**config.mk**
```make
export PLATFORM = sky130hd
export DESIGN_NAME = mwk_mouse_wake
export DESIGN_NICKNAME = d
export VERILOG_FILES = /design/src/hw/mwk_pkg.sv /design/src/hw/mwk_timer.sv /design/src/hw/mwk_tick.sv /design/src/hw/mwk_mouse_wake.sv
export VERILOG_INCLUDE_DIRS = /design/src /design/src/hw
export SDC_FILE = /design/constraint.sdc
export NUM_CORES = 1
export LEC_CHECK = 0
export BUFFER_PORTS_ARGS = -buffer_cell sky130_fd_sc_hd__buf_2
export CORE_ASPECT_RATIO = 1.25
export CORE_MARGIN = 2
export CORE_UTILIZATION = 35
export CTS_CLUSTER_SIZE = 24
export DETAILED_ROUTE_END_ITERATION = 10
export RECOVER_POWER = 25
export REMOVE_ABC_BUFFERS = 1
export SLEW_MARGIN = 25
export SYNTH_ARGS = -nofsm -noshare
export SYNTH_HDL_FRONTEND = slang
export SYNTH_SLANG_ARGS = --single-unit
```
**constraint.sdc**
```tcl
create_clock -name core_clk -period 4.3 [get_ports core_clk]
set_clock_uncertainty 0.1 [all_clocks]
set_input_delay 0.86 -clock core_clk [delete_from_list [all_inputs] [get_ports core_clk]]
set_output_delay 0.86 -clock core_clk [all_outputs]
set_load 0.1 [all_outputs]
```
**src/hw/mwk_consts.svh**
```systemverilog
// register indices, field positions, reset values and timing counts
`ifndef MWK_CONSTS_SVH
`define MWK_CONSTS_SVH

// register indices; the byte address on the bus is four times the index
`define MWK_IDX_DCLICK      8'h5B
`define MWK_IDX_WAKE_CTL    8'h5C
`define MWK_IDX_IRQ_STATUS  8'h15
`define MWK_IDX_IRQ_MASK    8'h5E

// double_click_interval fields
`define MWK_DCLICK_SPIN_BIT 7
`define MWK_DCLICK_RSVD_BIT 6
`define MWK_DCLICK_IVL_HI   5
`define MWK_DCLICK_IVL_LO   0
`define MWK_DCLICK_RESET    8'h0C

// mouse_wake_control fields
`define MWK_CTL_LOCK_BIT    7
`define MWK_CTL_SWAP_BIT    6
`define MWK_CTL_SEL_HI      4
`define MWK_CTL_SEL_LO      2
`define MWK_CTL_RESET       8'h00

// interrupt status and mask layout
`define MWK_IRQ_FLAG_BIT    4
`define MWK_IRQ_RESET       8'h00

// timing: figures in ns and the cycle counts derived from them
`define MWK_CLK_PERIOD_NS   10
`define MWK_DCLICK_UNIT_NS  85937500
`define MWK_SPINUP_NS       2000000000
`define MWK_DCLICK_UNIT_CYCLES (`MWK_DCLICK_UNIT_NS / `MWK_CLK_PERIOD_NS)
`define MWK_SPINUP_CYCLES   (`MWK_SPINUP_NS / `MWK_CLK_PERIOD_NS)

// counter widths
`define MWK_TICK_W          24
`define MWK_SPIN_W          28
`define MWK_WIN_W           7

`endif

```
**src/hw/mwk_pkg.sv**
```systemverilog
// types shared by the mouse wake control block
`default_nettype none
package mwk_pkg;
	// wake event select encodings
	typedef enum logic [2:0] {
		MWK_SEL_ANY_ACT  = 3'h0,
		MWK_SEL_LEFT     = 3'h1,
		MWK_SEL_RIGHT    = 3'h2,
		MWK_SEL_ANY_CLK  = 3'h3,
		MWK_SEL_RSVD4    = 3'h4,
		MWK_SEL_DBL_LEFT = 3'h5,
		MWK_SEL_DBL_RGHT = 3'h6,
		MWK_SEL_RSVD7    = 3'h7
	} mwk_sel_t;

	// bus slave phase
	typedef enum logic {
		MWK_BUS_IDLE,
		MWK_BUS_WAIT
	} mwk_bus_t;
endpackage
`default_nettype wire

```
**src/hw/mwk_timer.sv**
```systemverilog
// loadable down counter, busy while nonzero
`default_nettype none
module mwk_timer #(
	parameter int unsigned W = 8
) (
	// clock and control
	input  wire logic         core_clk,
	input  wire logic         rst,
	input  wire logic         ce,
	// load and count
	input  wire logic         load,
	input  wire logic [W-1:0] load_val,
	input  wire logic         step,
	// state
	output logic              busy
);
	logic [W-1:0] count;  // remaining steps

	// load wins over counting so a restart is never lost
	always_ff @(posedge core_clk or posedge rst) begin
		if (rst) begin
			count <= '0;
		end else if (ce) begin
			if (load) begin
				count <= load_val;
			end else if (step && count != '0) begin
				count <= count - W'(1);
			end
		end
	end

	assign busy = (count != '0);
endmodule // mwk_timer
`default_nettype wire

```
**src/hw/mwk_tick.sv**
```systemverilog
// restartable prescaler giving one pulse every period cycles
`default_nettype none
module mwk_tick #(
	parameter int unsigned W      = 24,
	parameter int unsigned PERIOD = 4
) (
	// clock and control
	input  wire logic core_clk,
	input  wire logic rst,
	input  wire logic ce,
	input  wire logic restart,
	// tick
	output logic      tick
);
	logic [W-1:0] div;  // cycles since last tick

	wire  last = (div == W'(PERIOD - 1));  // end of a period

	// restart realigns phase so a window lasts whole periods
	always_ff @(posedge core_clk or posedge rst) begin
		if (rst) begin
			div <= '0;
		end else if (ce) begin
			if (restart || last) begin
				div <= '0;
			end else begin
				div <= div + W'(1);
			end
		end
	end

	assign tick = last & ~restart;
endmodule // mwk_tick
`default_nettype wire

```
**src/hw/mwk_mouse_wake.sv**
```systemverilog
// mouse wake control: registers, event recognition, wake and interrupt
//
// Notes on behaviour
// - interval bounds gap between double clicks
// - interval is (code+1) steps of 0.0859375 s
// - interval bit 6 always reads zero
// - interval bit 7 one skips spin-up delay
// - lock set makes both registers ignore writes
// - every reset kind clears the lock
// - select codes 0-3 pick single events
// - codes 5,6 double left/right; 4,7 none
// - recognised event drives the wake output
// - control bit 5 always reads zero
// - control bit 6 swaps keyboard and mouse
// - event sets sticky flag, write one clears
//
// Register access over AHB-Lite was left to the implementer.
`default_nettype none
`include "mwk_consts.svh"
module mwk_mouse_wake
	import mwk_pkg::*;
#(
	parameter int unsigned SPINUP_CYCLES      = `MWK_SPINUP_CYCLES,
	parameter int unsigned DCLICK_UNIT_CYCLES = `MWK_DCLICK_UNIT_CYCLES
) (
	// clock, battery power-on reset, clock enable
	input  wire logic        core_clk,
	input  wire logic        rst,
	input  wire logic        ce,
	// ahb-lite slave
	input  wire logic        hsel,
	input  wire logic [31:0] haddr,
	input  wire logic [1:0]  htrans,
	input  wire logic        hwrite,
	input  wire logic [2:0]  hsize,
	input  wire logic [31:0] hwdata,
	input  wire logic        hready,
	output logic             hreadyout,
	output logic             hresp,
	output logic [31:0]      hrdata,
	// secondary resets, synchronous levels
	input  wire logic        standby_supply_power_on_reset,
	input  wire logic        main_supply_power_on_reset,
	input  wire logic        bus_reset,
	// decoded mouse packets
	input  wire logic        mouse_pkt_valid,
	input  wire logic        mouse_left,
	input  wire logic        mouse_right,
	input  wire logic        mouse_middle,
	input  wire logic        mouse_moved,
	// results
	output logic             port_swap,
	output logic             pme_wake,
	output logic             irq,
	output logic             spinup_busy
);
	// does a word address hit a register index
	function automatic logic reg_hit(input logic [7:0] idx,
			input logic [7:0] want);
		reg_hit = (idx == want);
	endfunction

	// bus slave state
	mwk_bus_t    bus_st;     // idle or one wait state
	logic        pend_wr;    // latched write flag
	logic        pend_ok;    // latched address is an aligned word inside the 1 KB window
	logic [7:0]  pend_idx;   // latched register index

	// register contents
	logic        spin_off;   // interval bit 7
	logic [5:0]  ivl_code;   // interval steps minus one
	logic        lock;       // control bit 7
	logic        swap;       // control bit 6
	logic [2:0]  sel_code;   // control bits 4:2
	logic        wake_click_flag;  // sticky status bit
	logic        flag_mask;  // mask for the status bit

	// mouse state
	logic [2:0]  prev_btn;   // buttons of previous packet

	// reset words as typed constants, so single bits can be picked
	localparam logic [7:0] DCI_RST = `MWK_DCLICK_RESET;
	localparam logic [7:0] CTL_RST = `MWK_CTL_RESET;
	localparam logic [7:0] IRQ_RST = `MWK_IRQ_RESET;

	// address phase taken when selected, ready and nonseq/seq
	wire addr_take = hsel & hready & htrans[1];

	// word aligned, word sized, and inside the 1 KB window
	wire addr_ok = (haddr[1:0] == 2'h0) & (hsize == 3'h2) &
		(haddr[31:10] == 22'h0);

	// write strobes fire in the wait cycle, when hwdata stands
	wire wr_fire = (bus_st == MWK_BUS_WAIT) & pend_wr & pend_ok;
	wire rd_fire = (bus_st == MWK_BUS_WAIT) & ~pend_wr;

	wire hit_dci  = reg_hit(pend_idx, `MWK_IDX_DCLICK);
	wire hit_ctl  = reg_hit(pend_idx, `MWK_IDX_WAKE_CTL);
	wire hit_ists = reg_hit(pend_idx, `MWK_IDX_IRQ_STATUS);
	wire hit_imsk = reg_hit(pend_idx, `MWK_IDX_IRQ_MASK);

	// locked registers drop writes silently; bus still answers okay
	wire wr_dci  = wr_fire & hit_dci & ~lock;
	wire wr_ctl  = wr_fire & hit_ctl & ~lock;
	wire wr_ists = wr_fire & hit_ists;
	wire wr_imsk = wr_fire & hit_imsk;

	// any of the three lesser resets reopens the registers
	wire lock_clr = standby_supply_power_on_reset |
		main_supply_power_on_reset | bus_reset;

	// read data; reserved bits are built in as zero
	wire [7:0] rd_dci  = {spin_off, 1'b0, ivl_code};
	wire [7:0] rd_ctl  = {lock, swap, 1'b0, sel_code,
		2'h0};
	wire [7:0] rd_ists = 8'(wake_click_flag) << `MWK_IRQ_FLAG_BIT;
	wire [7:0] rd_imsk = 8'(flag_mask) << `MWK_IRQ_FLAG_BIT;
	wire [7:0] rd_byte = !pend_ok ? 8'h00 :
		hit_dci  ? rd_dci  :
		hit_ctl  ? rd_ctl  :
		hit_ists ? rd_ists :
		hit_imsk ? rd_imsk : 8'h00;

	// bus phase tracking: every transfer gets exactly one wait state
	// so that read data can come from a flop
	always_ff @(posedge core_clk or posedge rst) begin
		if (rst) begin
			bus_st    <= MWK_BUS_IDLE;
			hreadyout <= 1'b1;
		end else if (ce) begin
			unique case (bus_st)
				MWK_BUS_IDLE: begin
					if (addr_take) begin
						bus_st    <= MWK_BUS_WAIT;
						hreadyout <= 1'b0;
					end
				end
				MWK_BUS_WAIT: begin
					bus_st    <= MWK_BUS_IDLE;
					hreadyout <= 1'b1;
				end
			endcase
		end
	end

	// latch the address phase
	always_ff @(posedge core_clk or posedge rst) begin
		if (rst) begin
			pend_wr  <= 1'b0;
			pend_ok  <= 1'b0;
			pend_idx <= 8'h00;
		end else if (ce && bus_st == MWK_BUS_IDLE && addr_take) begin
			pend_wr  <= hwrite;
			pend_ok  <= addr_ok;
			pend_idx <= haddr[9:2];
		end
	end

	// read data register; unmapped addresses read zero
	always_ff @(posedge core_clk or posedge rst) begin
		if (rst) begin
			hrdata <= 32'h0000_0000;
		end else if (ce && rd_fire) begin
			hrdata <= {24'h00_0000, rd_byte};
		end
	end

	// the slave never errors
	always_ff @(posedge core_clk or posedge rst) begin
		if (rst) begin
			hresp <= 1'b0;
		end else if (ce) begin
			hresp <= 1'b0;
		end
	end

	// interval register; only the battery reset restores it
	always_ff @(posedge core_clk or posedge rst) begin
		if (rst) begin
			spin_off <= DCI_RST[`MWK_DCLICK_SPIN_BIT];
			ivl_code <= DCI_RST[`MWK_DCLICK_IVL_HI:`MWK_DCLICK_IVL_LO];
		end else if (ce && wr_dci) begin
			spin_off <= hwdata[`MWK_DCLICK_SPIN_BIT];
			ivl_code <= hwdata[`MWK_DCLICK_IVL_HI:`MWK_DCLICK_IVL_LO];
		end
	end

	// control fields other than lock ignore the lesser resets
	// bits 1:0 are not stored, so stray ones there do no harm
	always_ff @(posedge core_clk or posedge rst) begin
		if (rst) begin
			swap     <= CTL_RST[`MWK_CTL_SWAP_BIT];
			sel_code <= CTL_RST[`MWK_CTL_SEL_HI:`MWK_CTL_SEL_LO];
		end else if (ce && wr_ctl) begin
			swap     <= hwdata[`MWK_CTL_SWAP_BIT];
			sel_code <= hwdata[`MWK_CTL_SEL_HI:`MWK_CTL_SEL_LO];
		end
	end

	// lock: software can only set it, a reset clears it
	always_ff @(posedge core_clk or posedge rst) begin
		if (rst) begin
			lock <= CTL_RST[`MWK_CTL_LOCK_BIT];
		end else if (ce) begin
			if (lock_clr) begin
				lock <= 1'b0;
			end else if (wr_ctl && hwdata[`MWK_CTL_LOCK_BIT]) begin
				lock <= 1'b1;
			end
		end
	end

	// swap control goes straight out of a flop
	always_ff @(posedge core_clk or posedge rst) begin
		if (rst) begin
			port_swap <= 1'b0;
		end else if (ce) begin
			port_swap <= swap;
		end
	end

	// spin-up delay: reloaded while standby reset is held, so the
	// count runs from its release; skipped when bit 7 is one
	wire spin_load = standby_supply_power_on_reset & ~spin_off;
	wire spin_run;

	mwk_timer #(
		.W (`MWK_SPIN_W)
	) u_spin (
		.core_clk (core_clk),
		.rst      (rst),
		.ce       (ce),
		.load     (spin_load),
		.load_val (`MWK_SPIN_W'(SPINUP_CYCLES)),
		.step     (1'b1),
		.busy     (spin_run)
	);

	always_ff @(posedge core_clk or posedge rst) begin
		if (rst) begin
			spinup_busy <= 1'b0;
		end else if (ce) begin
			spinup_busy <= spin_run | spin_load;
		end
	end

	// button presses: a button down now that was up last packet
	wire [2:0] btn_now = {mouse_middle, mouse_right, mouse_left};
	wire [2:0] press;

	genvar gi;
	generate
		for (gi = 0; gi < 3; gi++) begin : g_press
			assign press[gi] = mouse_pkt_valid & btn_now[gi] &
				~prev_btn[gi];
		end
	endgenerate

	always_ff @(posedge core_clk or posedge rst) begin
		if (rst) begin
			prev_btn <= 3'h0;
		end else if (ce && mouse_pkt_valid) begin
			prev_btn <= btn_now;
		end
	end

	// single event selection
	mwk_sel_t sel;
	assign sel = mwk_sel_t'(sel_code);

	wire any_press = |press;
	wire moved     = mouse_pkt_valid & mouse_moved;
	wire single_hit =
		(sel == MWK_SEL_ANY_ACT) ? (any_press | moved) :
		(sel == MWK_SEL_LEFT)    ? press[0] :
		(sel == MWK_SEL_RIGHT)   ? press[1] :
		(sel == MWK_SEL_ANY_CLK) ? any_press :
		1'b0;

	// double click: the first press opens a window, a second press
	// of the same button inside it is the event; reserved codes
	// recognise nothing
	wire dbl_press =
		(sel == MWK_SEL_DBL_LEFT) ? press[0] :
		(sel == MWK_SEL_DBL_RGHT) ? press[1] :
		1'b0;
	wire win_open;
	wire dbl_hit  = dbl_press & win_open;
	wire win_load = dbl_press;

	// a hit closes the window so a third click starts afresh
	wire [`MWK_WIN_W-1:0] win_len = dbl_hit ? `MWK_WIN_W'(0) :
		`MWK_WIN_W'(ivl_code) + `MWK_WIN_W'(1);
	wire unit_tick;

	// tick phase restarts on each load, so the window is exact
	mwk_tick #(
		.W      (`MWK_TICK_W),
		.PERIOD (DCLICK_UNIT_CYCLES)
	) u_tick (
		.core_clk (core_clk),
		.rst      (rst),
		.ce       (ce),
		.restart  (win_load),
		.tick     (unit_tick)
	);

	mwk_timer #(
		.W (`MWK_WIN_W)
	) u_win (
		.core_clk (core_clk),
		.rst      (rst),
		.ce       (ce),
		.load     (win_load),
		.load_val (win_len),
		.step     (unit_tick),
		.busy     (win_open)
	);

	// a recognised event in any mode
	wire event_hit = single_hit | dbl_hit;

	// wake pulse, one cycle per recognised event
	always_ff @(posedge core_clk or posedge rst) begin
		if (rst) begin
			pme_wake <= 1'b0;
		end else if (ce) begin
			pme_wake <= event_hit;
		end
	end

	// sticky flag: a new event wins over a clearing write
	wire flag_clr  = wr_ists & hwdata[`MWK_IRQ_FLAG_BIT];
	wire next_flag = event_hit | (wake_click_flag & ~flag_clr);

	always_ff @(posedge core_clk or posedge rst) begin
		if (rst) begin
			wake_click_flag <= IRQ_RST[`MWK_IRQ_FLAG_BIT];
		end else if (ce) begin
			wake_click_flag <= next_flag;
		end
	end

	// interrupt mask
	always_ff @(posedge core_clk or posedge rst) begin
		if (rst) begin
			flag_mask <= IRQ_RST[`MWK_IRQ_FLAG_BIT];
		end else if (ce && wr_imsk) begin
			flag_mask <= hwdata[`MWK_IRQ_FLAG_BIT];
		end
	end

	// level interrupt, changes in the same cycle as the flag
	always_ff @(posedge core_clk or posedge rst) begin
		if (rst) begin
			irq <= 1'b0;
		end else if (ce) begin
			irq <= next_flag & flag_mask;
		end
	end
endmodule // mwk_mouse_wake
`default_nettype wire

```
==> summary.md, run 1 <==
| Metric | Value |
|---|---|
| Synth warn | 0 |
| Wirelength, routed | 12,500 um |
| # fillers | 1,482 |
| HP Class | reg -> reg |
| VDD IR-drop max | 198 uV |
| Antenna Cells | 0 |
| Number of distinct library cells after synthesis | 60 |
| Syn Area/Cell | 9.86 um^2 |
| RSZ-0062 raised after global routing | false |
| WL per Instance | 15.5 um |
| Sequential share of the synthesized area | 46.5% |
| Worst EP required | 4.40 ns |
| Max-cap violations | 0 |
| Final nets | 706 |
| Largest net degree at the start of global routing | 81 |
| Core Region | 15,000 um^2 |
| Vias in the first global route | 4,318 |
| Initial antenna violation count | 0 |
| Mapped Cells | 547 |
| Antenna Nets Post-Route | 0 |
| Vias after detailed routing | 4,453 |
| Drt first pass iters | 5 |
| IO Pins | 121 |
| I/O Buffers | 70 |
| Die H | 143 um |
| Clock Latency Late Sink | 0.34 ns |
| Actual slew at the worst max-slew pin | 0.778 ns |
| Total CTS buffers | 9 |
| F_max | 352 MHz |
| Final Max Slew Viols | 0 |
| Rows | 50 |
| Sum of buffers and inverters on the critical path | 1 |
| Fin Hold WS | 0.382 ns |
| Ys flop type | dfrtp_1 |
| CTS resizes | 0 |
| Largest area contributor in the netlist | dfrtp_1 |
| Slowest cell on crit path | and2_1 |
| Yosys top cell area share | 45.0% |
| CTS tree | built |
| Multi-input gate area | 2680 um^2 |
| Static Leakage | 2.66 nW |
| Wire length on met2 | 6250 um |
| CP Class | in -> reg |
| DIE WIDTH | 115 um |
| Arr. time, crit path | 2.94 ns |
| Final Hold Viols | 0 |
| Synth top area cells | dfrtp_1, mux2_2, buf_4, nor2_1, nand3_1 |
| Setup bufs post-CTS | 0 |
| Starting Density | 35.9% |
| Gr ovfl total | 0 |
| EDFF count, synth | 0 |
| Share of layout cells above drive strength 1 | 22.3% |
| DPL Wire Length | 8950 um |
| Async set-reset flop share out of synthesis | 100% |
| Worst path max stage delay | 0.70 ns |
| Maximum root-to-sink buffer count | 2 |
| Critical-path maximum fanout | 21 |
| Reg clk slew, reported paths | 0.07 ns |
| Seq cells post-synth | 100 |
| Gr usage total | 15.6% |
| Worst slew margin | 47.7% |
| Outcome | finished, final reports clean |
| DR top layer | met4 |
| Period minus WS final | 2.84 ns |
| Layout area overhead | 13.8% |
| Vias/cell | 5.54 |
| Cts hold-fix bufs | 0 |
| Most instantiated cells after synthesis | dfrtp_1, nor2_1, nand2_1 |
| Final setup vio count | 0 |
| Top-count cell post-synth | dfrtp_1 |
| Htree depth | 3 |
| CTS Sinks | 100 |
| Startpoint types | input port |
| Final Util | 40.9% |
| # DRC | 0 |
| Syn Std Cell Area | 5390 um^2 |
| Clk root buf | clkbuf_16 |
| Met3 WL | 620 um |
| Pwr/cell area | 386 nW/um^2 |
| Placed cell areas | 5860 um^2 |
| Die area | 16,400 um^2 |
| Final design area excluding fillers | 6140 um^2 |
| Routed length on met1 | 5420 um |
| First-pass GRT wire length | 20,800 um |
| Number of DRC markers in iteration 0 | 238 |
| Final setup TNS | 0 ns |
| Final period utilization | 66.1% |
| GPL Wtd Cong | 0.822 |
| Reg area | 2510 um^2 |
| CP Cell Sequence | buf_2 -> nor4bb_1 -> o211ai_1 -> o21ai_0 -> and2_1 -> o221ai_1 |
| CP delay by family, top | simple AND/OR/NAND/NOR gates |
| Crit end category | flop |
[through the flow]
step,total power [mW],instances,setup slack (ns)
2_1_floorplan,1.50,529,0.726
3_3_place_gp,1.61,788,1.07
3_5_place_dp,1.64,788,1.02
4_1_cts,2.39,804,1.25
5_1_grt,2.50,804,1.17
6_report,2.37,804,1.46
[placed cells by master, fill, tap and decap left out, types with 6 or more instances in the layout]
cell type and count:
a21oi_1 13, and3_1 8, buf_2 69, buf_4 7
clkbuf_16 9, conb_1 25, dfrtp_1 97, ha_1 6
inv_1 12, mux2_2 26, nand2_1 31, nand2b_1 9
nand3_1 25, nand4_1 12, nor2_1 43, nor2b_1 6
nor3_1 19, nor4_1 15, o21ai_0 25, o31ai_1 13
or2_2 10, or3_1 15, or4_1 13, xnor2_1 10
xor2_1 14
[cells by family (layout without fill, tap and decap cells)]
logic type / after synthesis / count (layout) / synth area share, %
xor+xnor: 24 / 24 / 3.90
buf+inv: 56 / 107 / 5.71
simple gates: 237 / 237 / 24.5
mux: 29 / 29 / 5.99
flops: 100 / 100 / 46.5
fa+ha+maj: 6 / 6 / 1.39
other cells: 1 / 25 / 0.0695
compound gates: 94 / 94 / 11.9
[where the power goes]
part | internal [mW] | total [mW] | switching, mW | leakage (nW)
Sequential | 1.04 | 1.14 | 0.103 | 1.27
Clock | 0.392 | 0.750 | 0.358 | 0.124
Combinational | 0.161 | 0.483 | 0.322 | 1.26
[routing by layer]
| layer | vias up | GRT usage (%) |
|---|---|---|
| li1 | 2113 | - |
| met1 | 2193 | 20.6 |
| met2 | 131 | 25.6 |
| met3 | 16 | 2.84 |
| met4 | 0 | 5.39 |
| met5 | - | 0 |
[final timing paths]
path | start | to | slack [ns] | cells after the start
setup / recovery | mouse_right | u_win.count[1] | 1.46 | 6
hold / removal | hreadyout | hreadyout | 0.38 | 2
setup reg to reg | u_spin.count[8] | u_spin.count[25] | 1.56 | 5
hold reg to reg | hreadyout | hreadyout | 0.38 | 2
max in group asynchronous | rst | hreadyout | 2.69 | 3
min in group asynchronous | rst | spinup_busy | 0.56 | 2
[state kept, by name (all words and copies together), names as in the netlist, 3 cells and up]
register and count:
u_tick.div 24, u_win.count 7, u_spin.count 28, sel 3
hrdata 8, ivl_code 6, prev_btn 3, pend_idx 8
[worst reg2reg max path, cell delays in order (launching register included)]
cell     delay (ns)
dfrtp_1        0.43
or4_4          0.59
or4_4          0.45
or4_4          0.58
or4_1          0.42
nand3_1        0.10
[final cells by class]
class / instances / area share [%]
clock buffers: 10 / 3.73
clock inverters: 6 / 0.673
inverters: 14 / 0.938
multi-input cells: 415 / 43.6
flip-flops and latches: 100 / 40.8
well taps: 182 / 3.71
repair buffers: 77 / 6.54
No activity file was read; power rests on OpenSTA's default activity.
==> run 2: changes to the inputs <==
==> constraint.sdc (replaced) <==
create_clock -name core_clk -period 2.71 [get_ports core_clk]
set_clock_uncertainty 0.1 [all_clocks]
set_input_delay 0.542 -clock core_clk [delete_from_list [all_inputs] [get_ports core_clk]]
set_output_delay 0.542 -clock core_clk [all_outputs]
set_load 0.1 [all_outputs]
==> run 2 against run 1 <==
  * The run now ends with max-capacitance violations, max-slew violations left
  * Combinational power up 71%
  * Sequential cell count stayed put
  * Setup slack worse by 1.3 ns
  * Sequential share of layout area fell by 1.2 points
  * Clock power grew 83%
  * Register-to-register slack got worse by 1.4 ns
  * Utilization increased by 1.2 points
  * Die area is the same
  * Cell area is 3.0% higher
  * Hold slack lost 0.053 ns
  * Global-route usage rose by 0.74 points
  * Largest cell class unchanged
  * Highest routed layer unchanged
==> summary.md, run 2 (synthesis gave the netlist of run 1 again) <==
| Metric | Value |
|---|---|
| Outcome | finished with violations |
| Violated checks | max-capacitance violations, max-slew violations |
| Htree depth | 3 |
| Worst path max stage delay | 0.59 ns |
| Layout area overhead | 17.3% |
| Final setup vio count | 0 |
| Most frequent cells in the layout | dfrtp_1, buf_2, nor2_1 |
| Reg2reg path depth | 5 |
| # DRC | 0 |
| Critical-path maximum fanout | 6 |
| Clk root buf | clkbuf_16 |
| Sum of buffers and inverters on the critical path | 0 |
| Arr. time, crit path | 2.76 ns |
| Actual slew at the worst max-slew pin | 1.81 ns |
| Core Region | 15,000 um^2 |
| Initial antenna violation count | 0 |
| DP Cell Count | 806 |
| Gr ovfl total | 0 |
| Final Util | 42.1% |
| Total power | 3.99 mW |
| Hold Path Origin | hwrite |
| VDD IR-drop max | 316 uV |
| IO Pins | 121 |
| F_max | 386 MHz |
| Cts hold-fix bufs | 0 |
| WL per Instance | 15.8 um |
| CP most frequent cell | or4_1 |
| Clock power frac | 34.3% |
| Maximum root-to-sink buffer count | 2 |
| Commonest non-fill, non-tap cell in the layout | dfrtp_1 |
| Share of layout cells above drive strength 1 | 23.9% |
| CTS tree | built |
| Reg with most FFs | u_spin.count |
| CP Cell Sequence | or4_1 -> or3_1 -> or4_4 -> or4_1 -> nand3_1 |
| Final Max Slew Viols | 46 |
| Number of DRC markers in iteration 0 | 273 |
| I/O Buffers | 70 |
| Antenna Cells | 0 |
| Finished Layout Cells | 822 |
| Rows | 50 |
| DIE WIDTH | 115 um |
| Total CTS buffers | 9 |
| Starting Density | 35.9% |
| Static Leakage | 2.77 nW |
| Int Pwr | 2.75 mW |
| Flip-flop count of the largest register after layout | 28 |
| Placed cell areas | 6010 um^2 |
| Worst slew margin | -20.8% |
| Net Sw Frac | 31.0% |
| Largest net degree at the start of global routing | 47 |
| Vias/cell | 5.48 |
| Startpoint types | flop |
| Worst EP required | 2.87 ns |
| RSZ-0062 raised after global routing | false |
| Net Sw Power | 1.24 mW |
| GPL Wtd Cong | 0.834 |
| Wirelength, routed | 13,000 um |
| Comb pwr share | 20.7% |
| Antenna Nets Post-Route | 0 |
| CP Class | reg -> reg |
| Reg power frac | 45.0% |
| Period minus WS final | 2.59 ns |
| Max-cap violations | 1 |
| Final period utilization | 95.7% |
| Pwr/cell area | 632 nW/um^2 |
| Final design area excluding fillers | 6320 um^2 |
| Setup bufs post-CTS | 0 |
| Start of the worst register-to-register path | u_spin.count[0] |
| Die H | 143 um |
| First-pass GRT wire length | 21,600 um |
| Die area | 16,400 um^2 |
| Largest regs | u_spin.count x28, u_tick.div x24 |
| CTS Sinks | 100 |
| Final nets | 724 |
| Drt first pass iters | 4 |
| Final Hold Viols | 0 |
| DPL Wire Length | 9550 um |
| CP delay by family, top | simple AND/OR/NAND/NOR gates |
| Flop-to-flop setup slack | 0.12 ns |
| Vias in the first global route | 4,457 |
| Slowest cell on crit path | or4_4 |
| Gr usage total | 16.3% |
| RR Endpoint | u_spin.count[27] |
| WHS Path Cells | 2 |
| Crit end category | flop |
| Hold-critical path endpoint | pend_wr |
| Reg clk slew, reported paths | 0.07 ns |
| Vias after detailed routing | 4,507 |
| Clock Latency Late Sink | 0.34 ns |
| HP Class | in -> reg |
## run 2: cell types whose count changed in the layout (fill, tap and decap cells not counted), sizes merged
cell and change:
buf +17, bufinv +2, clkbuf +2, clkinv -3, clkinvlp -1, inv +1
## run 2: worst max-delay path by stage
stage	startpoint	to	slack, ns	cells after the start
2_1_floorplan	rst	bus_st	-0.55	1
3_3_place_gp	u_spin.count[9]	u_spin.count[27]	0.09	5
3_5_place_dp	u_spin.count[9]	u_spin.count[27]	0.08	5
4_1_cts	u_spin.count[9]	u_spin.count[27]	0.05	5
5_1_grt	u_spin.count[0]	u_spin.count[27]	0.02	5
6_report	u_spin.count[0]	u_spin.count[27]	0.12	5
## run 2: per-layer routing
| layer | up-vias | GRT usage [%] | wire length (um) |
|---|---|---|---|
| li1 | 2152 | - | - |
| met1 | 2240 | 20.9 | 5730 |
| met2 | 103 | 27.7 | 6610 |
| met3 | 12 | 2.76 | 437 |
| met4 | 0 | 5.83 | 179 |
| met5 | - | 0 | 0 |
## run 2: power groups by stage
stage	Combinational [mW]	Sequential, mW	Clock [mW]
2_1_floorplan	0.552	1.83	0
3_3_place_gp	0.801	1.81	0
3_5_place_dp	0.827	1.82	0
4_1_cts	0.831	1.79	1.41
5_1_grt	0.912	1.82	1.48
6_report	0.826	1.80	1.37
## run 2: repair_timing
item                                    CTS  global route
resized for setup                         0             1
endpoints found under the hold margin     0             0
endpoints found under the setup margin    0            16
## run 2: worst reg2reg max path, delay by kind of cell (launching register included)
family / cells / cell delay (ns)
and+or+nand+nor: 5 / 2.00
DFF: 1 / 0.42
## run 2: through the flow
step	setup WS, ns	TNS (ns)	hold slack, ns
CTS	0.0543	0	0.204
global placement	0.0888	0	0.357
floorplan	-0.546	-52.94	0.339
finish	0.116	0	0.329
global route	0.0217	0	0.316
detailed placement	0.0761	0	0.364
## run 2: layout make-up
cell class              instances  area, um^2
fillers                      1455        8690
flip-flops and latches        100        2510
clock buffers                  11         233
multi-input cells             415        2680
clock inverters                 5        83.8
well taps                     182         228
inverters                      14        52.6
repair buffers                 95         546
==> run 3: changes to the inputs <==
--- a/config.mk
+++ b/config.mk
@@ -12,7 +12,7 @@
 export CORE_UTILIZATION = 35
 export CTS_CLUSTER_SIZE = 24
 export DETAILED_ROUTE_END_ITERATION = 10
-export RECOVER_POWER = 25
+export RECOVER_POWER = 50
 export REMOVE_ABC_BUFFERS = 1
 export SLEW_MARGIN = 25
 export SYNTH_ARGS = -nofsm -noshare
==> constraint.sdc (replaced) <==
create_clock -name core_clk -period 2.71 [get_ports core_clk]
set_clock_uncertainty 0.1 [all_clocks]
set_input_delay 0.542 -clock core_clk [delete_from_list [all_inputs] [get_ports core_clk]]
set_output_delay 0.542 -clock core_clk [all_outputs]
set_load 0.02 [all_outputs]
==> run 3 against run 2 <==
  * The run still ends with max-capacitance violations, max-slew violations left
  * Critical path type unchanged
  * Highest routed layer unchanged
  * Final cell count did not move
  * Clock power barely moved
  * Largest power group unchanged
  * Setup slack improved by 0.00083 ns
  * Utilization barely moved
==> summary.md, run 3 (synthesis gave the netlist of run 1 again) <==
| Metric | Value |
|---|---|
| Final period utilization | 95.7% |
| Number of DRC markers in iteration 0 | 274 |
| Initial antenna violation count | 0 |
| Fin Hold WS | 0.329 ns |
| Wirelength, routed | 12,900 um |
| Worst EP required | 2.87 ns |
| DPL Wire Length | 9550 um |
| Critical-path maximum fanout | 6 |
| Setup bufs post-CTS | 0 |
| Core Region | 15,000 um^2 |
| Vias after detailed routing | 4,500 |
| CTS Sinks | 100 |
| Final setup vio count | 0 |
| First-pass GRT wire length | 21,600 um |
| Htree depth | 3 |
| Clock Latency Late Sink | 0.34 ns |
| CP Class | reg -> reg |
| Reg with most FFs | u_spin.count |
| DIE WIDTH | 115 um |
| Cts hold-fix bufs | 0 |
| Antenna Cells | 0 |
| Crit end category | flop |
| Vias in the first global route | 4,457 |
| IO Pins | 121 |
| CTS resizes | 0 |
| Startpoint types | flop |
| Max-cap violations | 1 |
| Maximum root-to-sink buffer count | 2 |
| Actual slew at the worst max-slew pin | 1.81 ns |
| Worst slew margin | -21.0% |
| Starting Density | 35.9% |
| Violated checks | max-capacitance violations, max-slew violations |
| Gr ovfl total | 0 |
| F_max | 386 MHz |
| Total power | 3.83 mW |
| Hold Path Origin | hwrite |
| Pwr/cell area | 606 nW/um^2 |
| Largest net degree at the start of global routing | 47 |
| Vias/cell | 5.47 |
| Clk root buf | clkbuf_16 |
| Arr. time, crit path | 2.76 ns |
| Flip-flop count of the largest register after layout | 28 |
| Start of the worst register-to-register path | u_spin.count[0] |
| Commonest non-fill, non-tap cell in the layout | dfrtp_1 |
| Layout area overhead | 17.2% |
| Antenna Nets Post-Route | 0 |
| Final setup TNS | 0 ns |
| # DRC | 0 |
| WL per Instance | 15.7 um |
| HP Class | in -> reg |
| I/O Buffers | 70 |
| Static Leakage | 2.76 nW |
| Drt first pass iters | 4 |
| CTS tree | built |
| Final Max Slew Viols | 46 |
| Most frequent cells in the layout | dfrtp_1, buf_2, nor2_1 |
| GPL Wtd Cong | 0.834 |
| Rows | 50 |
| Setup crit start | u_spin.count[0] |
| Outcome | finished with violations |
| VDD IR-drop max | 316 uV |
| RSZ-0062 raised after global routing | false |
| Largest regs | u_spin.count x28, u_tick.div x24 |
| Total CTS buffers | 9 |
| Final Hold Viols | 0 |
| Reg clk slew, reported paths | 0.07 ns |
| Die H | 143 um |
| Share of layout cells above drive strength 1 | 23.6% |
| Final nets | 724 |
| Gr usage total | 16.3% |
| Die area | 16,400 um^2 |
| Period minus WS final | 2.59 ns |
[run 3: cell types whose count changed in the layout (fill, tap and decap cells not counted)]
| cell | previous run | this run |
|---|---|---|
| buf_2 | 69 | 67 |
| buf_4 | 23 | 22 |
| clkbuf_2 | 0 | 1 |
| clkbuf_1 | 4 | 6 |
[run 3: area by class of cell]
cell class | instances | area [um^2]
clock buffer | 11 | 233
clock inverter | 5 | 83.8
fill | 1456 | 8700
inverter | 14 | 52.6
multi-input combinational | 415 | 2680
sequential | 100 | 2510
tap | 182 | 228
timing repair buffer | 95 | 541
[run 3: where the power goes]
| part | internal, mW | total (mW) | switching [mW] |
|---|---|---|---|
| logic | 0.297 | 0.664 | 0.366 |
| clock network | 0.813 | 1.37 | 0.553 |
| registers | 1.64 | 1.80 | 0.155 |
[run 3: per-layer routing]
metal	routed length, um	global-route usage [%]	up-vias
li1	-	-	2150
met2	6630	27.7	100
met3	441	2.76	12
met4	176	5.83	0
met5	0	0	-
met1	5670	20.9	2238
[run 3: worst paths after layout]
check / to / slack [ns] / cells past startpoint
worst max-delay path: u_spin.count[27] / 0.12 / 5
worst min-delay path: pend_wr / 0.33 / 2
worst max register to register: u_spin.count[27] / 0.12 / 5
worst min register to register: u_spin.count[5] / 0.37 / 1
max in group asynchronous: u_tick.div[18] / 0.67 / 3
min in group asynchronous: u_spin.count[25] / 0.68 / 2
[run 3: stage by stage]
step / cells / util, % / setup slack [ns] / instance area (um^2)
after floorplan: 529 / - / -0.546 / 5230
after global placement: 806 / 40.0 / 0.0888 / 6010
after detailed placement: 806 / 40.0 / 0.0761 / 6010
after CTS: 822 / 42.1 / 0.0543 / 6320
after global routing: 822 / 42.1 / 0.0217 / 6320
final: 822 / 42.1 / 0.117 / 6320
[run 3: critical path, cell delays in order (launching register included)]
cell and delay [ns]:
dfrtp_1 0.42, or4_1 0.54, or3_1 0.37, or4_4 0.59, or4_1 0.41, nand3_1 0.09
